**src/verilog/msg_frame_pkg.sv**
```systemverilog
// Shared constants, state types and the checksum function of the message link.
// Assumes both ends are built from this package and run from one 40 MHz clock.
package msg_frame_pkg;

  // ----------------------------------------------------------------
  // Clock and character timing
  // ----------------------------------------------------------------
  localparam int CLK_HZ = 40_000_000;
  localparam int BAUD_DEF = 9600;
  localparam int BIT_CYC_DEF = CLK_HZ / BAUD_DEF;
  localparam int CNT_W = 16;
  localparam int DATA_BITS = 8;
  localparam logic [3:0] CHAR_BITS = 4'h9;
  localparam logic [3:0] STOP_IDX = 4'h9;
  localparam logic LINE_IDLE = 1'b1;
  localparam logic START_LVL = 1'b0;

  // ----------------------------------------------------------------
  // Message layout
  // ----------------------------------------------------------------
  localparam logic [7:0] SYNC_LO = 8'hFF;
  localparam logic [7:0] SYNC_HI = 8'h81;
  localparam logic [15:0] SYNC_WORD = {SYNC_HI, SYNC_LO};
  localparam logic [15:0] MIN_SUM = 16'h8000;
  localparam logic [16:0] W_ID = 17'h00001;
  localparam logic [16:0] W_CNT = 17'h00002;
  localparam logic [16:0] W_FLG = 17'h00003;
  localparam logic [16:0] W_HCK = 17'h00004;
  localparam logic [16:0] W_DATA0 = 17'h00005;

  // ----------------------------------------------------------------
  // States
  // ----------------------------------------------------------------
  typedef enum logic [1:0] {
    F_HUNT = 2'b00,
    F_HDR = 2'b01,
    F_DATA = 2'b10
  } frame_st_t;

  typedef enum logic [1:0] {
    H_IDLE = 2'b00,
    H_SEND = 2'b01,
    H_WAIT = 2'b10
  } host_st_t;

  // Negated sum; the most negative sum cannot be negated so it passes as is
  function automatic logic [15:0] chk_of(input logic [15:0] s);
    return (s == MIN_SUM) ? s : (~s + 16'h0001);
  endfunction

endpackage

```
**src/verilog/ser_link_if.sv**
```systemverilog
// Serial line between the host end and the device end.
// Assumes the host drives the line and holds it at the idle level outside characters.
`timescale 1ns/1ps
interface ser_link_if;
  logic h2d;
  modport host (output h2d);
  modport device (input h2d);
endinterface

```
**src/verilog/msg_deframer.sv**
```systemverilog
// Device end: receives characters, hunts for sync, checks both checksums.
// Assumes the host end frames messages as below; the line is asynchronous to I_CLK.
//
// Notes on behaviour
// - Words travel low byte, then high byte
// - Bits within byte go LSB first
// - Header and data each carry own checksum
// - Header always present; data part optional
// - Acks and requests are header only
// - Every field unit is sixteen bits
// - Fractions sent as scaled integers, no float
// - Each fixed-point field has defined LSB weight
// - Header starts with bytes 255 then 129
// - Header checksum negates sum of four words
// - Third word counts data words; zero is header-only
// - Data checksum ends message, not counted
`timescale 1ns/1ps
module msg_deframer #(
  parameter int BIT_CYC = msg_frame_pkg::BIT_CYC_DEF
) (
  // Clock and reset
  input wire logic I_CLK,
  input wire logic I_ARST_N,
  // Serial link
  ser_link_if.device LNK,
  // Header fields, valid with O_MSG_VALID
  output logic [15:0] O_MSG_ID,
  output logic [15:0] O_COUNT,
  output logic [15:0] O_FLAGS,
  // Data words as they arrive
  output logic [15:0] O_WORD,
  output logic O_WORD_VALID,
  // Message outcome pulses
  output logic O_MSG_VALID,
  output logic O_HDR_ERR,
  output logic O_DATA_ERR
);
  import msg_frame_pkg::*;

  localparam logic [CNT_W-1:0] BIT_M1 = CNT_W'(BIT_CYC - 1);
  localparam logic [CNT_W-1:0] HALF_M1 = CNT_W'(BIT_CYC / 2 - 1);

  // ----------------------------------------------------------------
  // Line synchroniser
  // ----------------------------------------------------------------
  logic rx_m_q;
  logic rx_s_q;

  // Two stages; only the second one is looked at
  always_ff @(posedge I_CLK or negedge I_ARST_N) begin
    if (!I_ARST_N) begin
      rx_m_q <= LINE_IDLE;
      rx_s_q <= LINE_IDLE;
    end else begin
      rx_m_q <= LNK.h2d;
      rx_s_q <= rx_m_q;
    end
  end

  // ----------------------------------------------------------------
  // Character receiver
  // ----------------------------------------------------------------
  logic busy_q;
  logic [CNT_W-1:0] baud_q;
  logic [3:0] bit_q;
  logic [7:0] sh_q;
  logic byte_v_q;
  logic [7:0] byte_q;
  logic tick;
  logic start_seen;

  assign tick = busy_q && (baud_q == '0);
  assign start_seen = !busy_q && (rx_s_q == START_LVL);

  // Start bit is re-checked at mid bit so a glitch does not start a character
  always_ff @(posedge I_CLK or negedge I_ARST_N) begin
    if (!I_ARST_N) begin
      busy_q <= 1'b0;
      baud_q <= '0;
      bit_q <= 4'h0;
      sh_q <= 8'h00;
      byte_v_q <= 1'b0;
      byte_q <= 8'h00;
    end else begin
      byte_v_q <= 1'b0;
      if (start_seen) begin
        busy_q <= 1'b1;
        baud_q <= HALF_M1;
        bit_q <= 4'h0;
      end else if (tick) begin
        baud_q <= BIT_M1;
        if (bit_q == 4'h0) begin
          busy_q <= (rx_s_q == START_LVL);
          bit_q <= 4'h1;
        end else if (bit_q != STOP_IDX) begin
          sh_q <= {rx_s_q, sh_q[7:1]};
          bit_q <= bit_q + 4'h1;
        end else begin
          busy_q <= 1'b0;
          byte_v_q <= (rx_s_q == LINE_IDLE);
          byte_q <= sh_q;
        end
      end else if (busy_q) begin
        baud_q <= baud_q - 1'b1;
      end
    end
  end

  // ----------------------------------------------------------------
  // Message framing
  // ----------------------------------------------------------------
  frame_st_t st_q;
  logic hunt_ff_q;
  logic half_q;
  logic [7:0] lo_q;
  logic [2:0] widx_q;
  logic [15:0] sum_q;
  logic [15:0] dsum_q;
  logic [15:0] rem_q;
  logic [15:0] wrd;
  logic wdone;
  logic hdr_ok;
  logic data_ok;
  logic sync_hit;

  // Word assembly and checksum compares
  assign wrd = {byte_q, lo_q};
  assign wdone = byte_v_q && half_q && (st_q != F_HUNT);
  assign hdr_ok = (wrd == chk_of(sum_q));
  assign data_ok = (wrd == chk_of(dsum_q));
  assign sync_hit = hunt_ff_q && (byte_q == SYNC_HI);

  // Header fields and data are passed on as integers; scaling is left to software
  always_ff @(posedge I_CLK or negedge I_ARST_N) begin
    if (!I_ARST_N) begin
      st_q <= F_HUNT;
      hunt_ff_q <= 1'b0;
      half_q <= 1'b0;
      lo_q <= 8'h00;
      widx_q <= 3'h0;
      sum_q <= 16'h0000;
      dsum_q <= 16'h0000;
      rem_q <= 16'h0000;
      O_MSG_ID <= 16'h0000;
      O_COUNT <= 16'h0000;
      O_FLAGS <= 16'h0000;
      O_WORD <= 16'h0000;
      O_WORD_VALID <= 1'b0;
      O_MSG_VALID <= 1'b0;
      O_HDR_ERR <= 1'b0;
      O_DATA_ERR <= 1'b0;
    end else begin
      O_WORD_VALID <= 1'b0;
      O_MSG_VALID <= 1'b0;
      O_HDR_ERR <= 1'b0;
      O_DATA_ERR <= 1'b0;
      if (byte_v_q && (st_q != F_HUNT)) begin
        half_q <= !half_q;
        lo_q <= byte_q;
      end
      case (st_q)
        F_HUNT: begin
          hunt_ff_q <= byte_v_q ? (byte_q == SYNC_LO) : hunt_ff_q;
          if (byte_v_q && sync_hit) begin
            st_q <= F_HDR;
            half_q <= 1'b0;
            widx_q <= 3'h1;
            sum_q <= SYNC_WORD;
          end
        end
        F_HDR: begin
          if (wdone) begin
            widx_q <= widx_q + 3'h1;
            sum_q <= sum_q + wrd;
            case (widx_q)
              W_ID[2:0]: O_MSG_ID <= wrd;
              W_CNT[2:0]: O_COUNT <= wrd;
              W_FLG[2:0]: O_FLAGS <= wrd;
              default: begin
                hunt_ff_q <= 1'b0;
                if (!hdr_ok) begin
                  O_HDR_ERR <= 1'b1;
                  st_q <= F_HUNT;
                end else if (O_COUNT == 16'h0000) begin
                  O_MSG_VALID <= 1'b1;
                  st_q <= F_HUNT;
                end else begin
                  st_q <= F_DATA;
                  rem_q <= O_COUNT;
                  dsum_q <= 16'h0000;
                end
              end
            endcase
          end
        end
        F_DATA: begin
          if (wdone && (rem_q != 16'h0000)) begin
            O_WORD <= wrd;
            O_WORD_VALID <= 1'b1;
            dsum_q <= dsum_q + wrd;
            rem_q <= rem_q - 16'h0001;
          end else if (wdone) begin
            // Final word is the data checksum, outside the count
            O_MSG_VALID <= data_ok;
            O_DATA_ERR <= !data_ok;
            hunt_ff_q <= 1'b0;
            st_q <= F_HUNT;
          end
        end
        default: begin
          st_q <= F_HUNT;
        end
      endcase
    end
  end

  // concern field meaning only: words pass through unscaled.
endmodule

```
**src/flat_wrapper.sv**
```systemverilog
// flat-port wrapper written by rule: the top's interface ports become plain ports
module msg_deframer_flat import msg_frame_pkg::*;
#(
  parameter int BIT_CYC = msg_frame_pkg::BIT_CYC_DEF
)
  (I_CLK, I_ARST_N, O_MSG_ID, O_COUNT, O_FLAGS, O_WORD, O_WORD_VALID, O_MSG_VALID, O_HDR_ERR, O_DATA_ERR, LNK_h2d);
  ser_link_if LNK_i ();
  input wire logic I_CLK;
  input wire logic I_ARST_N;
  output logic [15:0] O_MSG_ID;
  output logic [15:0] O_COUNT;
  output logic [15:0] O_FLAGS;
  output logic [15:0] O_WORD;
  output logic O_WORD_VALID;
  output logic O_MSG_VALID;
  output logic O_HDR_ERR;
  output logic O_DATA_ERR;
  input wire logic [$bits(LNK_i.h2d)-1:0] LNK_h2d;
  assign LNK_i.h2d = LNK_h2d;
  msg_deframer #(.BIT_CYC(BIT_CYC)) u_core (.I_CLK(I_CLK), .I_ARST_N(I_ARST_N), .LNK(LNK_i), .O_MSG_ID(O_MSG_ID), .O_COUNT(O_COUNT), .O_FLAGS(O_FLAGS), .O_WORD(O_WORD), .O_WORD_VALID(O_WORD_VALID), .O_MSG_VALID(O_MSG_VALID), .O_HDR_ERR(O_HDR_ERR), .O_DATA_ERR(O_DATA_ERR));
endmodule
```
**config.mk**
```make
export PLATFORM = sky130hd
export DESIGN_NAME = msg_deframer_flat
export DESIGN_NICKNAME = d
export VERILOG_FILES = /design/src/verilog/msg_frame_pkg.sv /design/src/verilog/ser_link_if.sv /design/src/verilog/msg_deframer.sv /design/src/flat_wrapper.sv
export SDC_FILE = /design/constraint.sdc
export NUM_CORES = 1
export LEC_CHECK = 0
export BUFFER_PORTS_ARGS = -buffer_cell sky130_fd_sc_hd__buf_2
export CAP_MARGIN = 20
export CORE_ASPECT_RATIO = 1.5
export CORE_MARGIN = 2
export CORE_UTILIZATION = 55
export CTS_CLUSTER_DIAMETER = 150
export DETAILED_ROUTE_END_ITERATION = 8
export HOLD_SLACK_MARGIN = 0.12
export PLACE_DENSITY_LB_ADDON = 0.15
export SLEW_MARGIN = 0
export SYNTH_ARGS = -nofsm -noshare
export SYNTH_HDL_FRONTEND = slang
export SYNTH_SLANG_ARGS = --single-unit
```
**constraint.sdc**
```tcl
create_clock -name I_CLK -period 3.45 [get_ports I_CLK]
set_clock_uncertainty 0.05 [all_clocks]
set_input_delay 0 -clock I_CLK [delete_from_list [all_inputs] [get_ports I_CLK]]
set_output_delay 0 -clock I_CLK [all_outputs]
set_load 0.02 [all_outputs]
```
==> run metrics <==
EDFF count, synth 0; initial DRC count 521; Pleak 5.77 nW; Initial Util 55.8%; Worst-path clk slew 0.07 ns; cell row count 60; worst-path fanout max 6; htree depth 4; Flop pwr share 50.2%; Critical Path Start u_core.dsum_q[11]; most frequent cells in the layout dfrtp_1 (169), nand2_1 (102), nor2_1 (79); # DRC 0; Max-Cap Viols 0; setup_tns 0 ns; Post-Syn Instances 1014; CP required 3.77 ns; first-pass GRT wire length 43100 um; crit path DAT 3.57 ns; Via Count 8232; routed len/inst 20.3 um; Final min period 3.25 ns; Layout fillers 1494; ANT nets after route 0; post-route cell area 11500 um2; worst min path class in2async; PD cells 350 nW/um2; worst slew pin tran 1.08 ns; CTS root buffer clkbuf_16; Die Ht 168 um; Skew-Pair Late Insertion Delay 0.43 ns; Yosys reg bits 171; TritonCTS Sinks 171; number of synthesis warnings 0; antenna violations before repair 0; WL final 27200 um; footprint of the multi-input gates 5320 um2; GP Congestion 0.884; Most used DFF post-synth dfrtp_1; grt ovf 0; HPWL Detailed 19200 um; Syn Nets 1065; Worst R2R End u_core.O_MSG_VALID; switch share 23.5%; P_sw 0.939 mW; Setup crit end kind flop; Worst VDD drop 373 uV; fraction of registers with async set/reset 100%; Mapped Avg Cell Area 9.78 um2; Slew Limit Fails 0; CTS tree done; Reg2Reg Launch Point u_core.dsum_q[11]; DR pass1 iterations 5; die extent in x 114 um; Placed Instance Area 10800 um2; final hold viol count 0; Overall Global Routing Usage 29.0%; port bufs 70; RSZ-0062 raised after global routing false; antenna cells 0; final setup vio count 0; vias per cell 6.13; Distinct cells, synth 79; Synth area leader dfrtp_1; Num CTS Buffers 17; relative slew slack 27.6%; Reg2Reg Depth 9; CTS Buffer Depth 2; Post-Syn Area 9920 um2; Final nets 1163; FF+latch area 4280 um2; hold slack 0.160 ns; Crit Path Category reg2reg; register area share after synthesis 43.2%; largest net degree at the start of global routing 93; Ports 71; Core ar. 17800 um2; status finished, final reports clean; maximum clock rate 0.308 GHz; period utilization 94.2%; Die ar. 19100 um2; commonest non-fill, non-tap cell in the layout dfrtp_1; fraction of layout cells with a size suffix above 1 23.6%; Yosys top cell area share 42.6%; vias in the first global route 8174; ranking of synthesized cells by area dfrtp_1 (43%), mux2_2 (8.5%), ha_1 (5.8%), nand2_1 (3.9%), nor2_1 (3.0%); reg2reg setup slack 0.20 ns; Gate power share 1.2%; Pint 3.06 mW; Setup crit end u_core.O_MSG_VALID; CP startpoint kind flop; Area Overhead vs Synth 15.5%; share of power burned in the clock network 48.6%
Yosys cell counts, types with 4 or more instances:
library cell  number
or4_1              7
a41oi_1            4
nor2b_1            9
o22ai_1            9
nor4_1            16
nand4_1           12
nor2_1            79
a211oi_1           7
inv_1             41
nor3_1            30
o21ai_1            6
or2_2              5
nand3_1           23
o31a_1             4
a21boi_0           4
nor4b_1            6
ha_1              46
and3_1             6
nand2b_1          12
clkbuf_1          40
mux2_2            75
nand3b_1           4
o31ai_1            9
o211ai_1           4
o21ai_0           44
xnor2_1           32
a211o_1            4
o31ai_2            5
a22oi_1            4
a21oi_1           46
mux2i_1            7
o21bai_1           4
a31oi_1           17
xor2_1            31
or3_1             12
buf_2              5
nand2_1          102
dfrtp_1          169
o22a_1            12
final cells by class:
cell class | count | share of cell area [%]
clock buffer | 19 | 3.87
clock inverter | 13 | 1.35
inverter | 41 | 1.34
multi-input combinational | 752 | 46.4
sequential | 171 | 37.4
tap | 217 | 2.37
timing repair buffer | 129 | 7.24
metal layers:
layer / vias to the layer above / wire (um) / global-route usage, %
met1: 4058 / 10700 / 33.4
met5: - / 0 / 0
met3: 78 / 1040 / 4.30
met4: 0 / 1160 / 13.6
met2: 236 / 14300 / 52.6
li1: 3860 / - / -
power by group through the flow:
stage | clock network, mW | logic (mW) | registers (mW)
after floorplan | 0 | 0.00293 | 2.05
after global placement | 0 | 0.0485 | 2.05
after detailed placement | 0 | 0.0492 | 2.05
after CTS | 1.99 | 0.0510 | 2.01
after global routing | 2.06 | 0.0577 | 2.01
final | 1.95 | 0.0480 | 2.01
worst min-delay path by stage:
stage | from | endpoint | slack [ns]
2_1_floorplan | I_ARST_N | u_core.O_COUNT[0] | -0.35
3_3_place_gp | LNK_h2d | u_core.rx_m_q | 0.06
3_5_place_dp | LNK_h2d | u_core.rx_m_q | 0.06
4_1_cts | LNK_h2d | u_core.rx_m_q | 0.13
5_1_grt | LNK_h2d | u_core.rx_m_q | 0.18
6_report | I_ARST_N | u_core.bit_q[3] | 0.16
what timing repair did:
| item | 4_1_cts | 5_1_grt |
|---|---|---|
| endpoints found under the hold margin | 91 | 0 |
| gates resized for setup | 0 | 5 |
| setup buffers | 0 | 3 |
| endpoints found under the setup margin | 0 | 34 |
| hold buffers | 2 | 0 |
sequential cells by signal, summed over array words and instances, names as in the netlist, 2 cells and up:
register and cells:
u_core.O_COUNT 16, u_core.O_FLAGS 16, u_core.O_MSG_ID 16, u_core.O_WORD 16, u_core.baud_q 16, u_core.dsum_q 16, u_core.rem_q 16, u_core.sum_q 16
u_core.byte_q 8, u_core.lo_q 8, u_core.sh_q 8, u_core.bit_q 4, u_core.widx_q 3, u_core.st_q 2
critical path, cell delays in order, from the launching register on:
cell     delay, ns
dfrtp_1       0.45
or4_4         0.53
nor3_2        0.17
and3_2        0.27
o21ai_0       0.12
xnor2_1       0.13
or4_1         0.50
or4_1         0.61
o32ai_1       0.19
and2_1        0.17
through the flow:
| stage | instances | power [mW] | setup slack, ns | utilization [%] |
|---|---|---|---|---|
| 5_1_grt | 1342 | 4.13 | 0.00842 | 64.4 |
| 3_3_place_gp | 1304 | 2.10 | 0.0481 | 60.5 |
| 3_5_place_dp | 1304 | 2.10 | 0.00257 | 60.5 |
| 2_1_floorplan | 1014 | 2.05 | 0.354 | - |
| 4_1_cts | 1338 | 4.05 | 0.000306 | 64.0 |
| 6_report | 1342 | 4.00 | 0.200 | 64.4 |
cell families (layout without fill, tap and decap cells):
group           after synthesis  in the layout  synth area share, %
mux                          82             82                 9.22
xor+xnor                     63             63                 5.56
compound gates              214            215                 14.6
buf+inv                      92            202                 3.73
fa+ha+maj                    48             48                 6.21
flops                       171            171                 43.2
simple gates                344            344                 17.5
No activity file was read; power rests on OpenSTA's default activity.
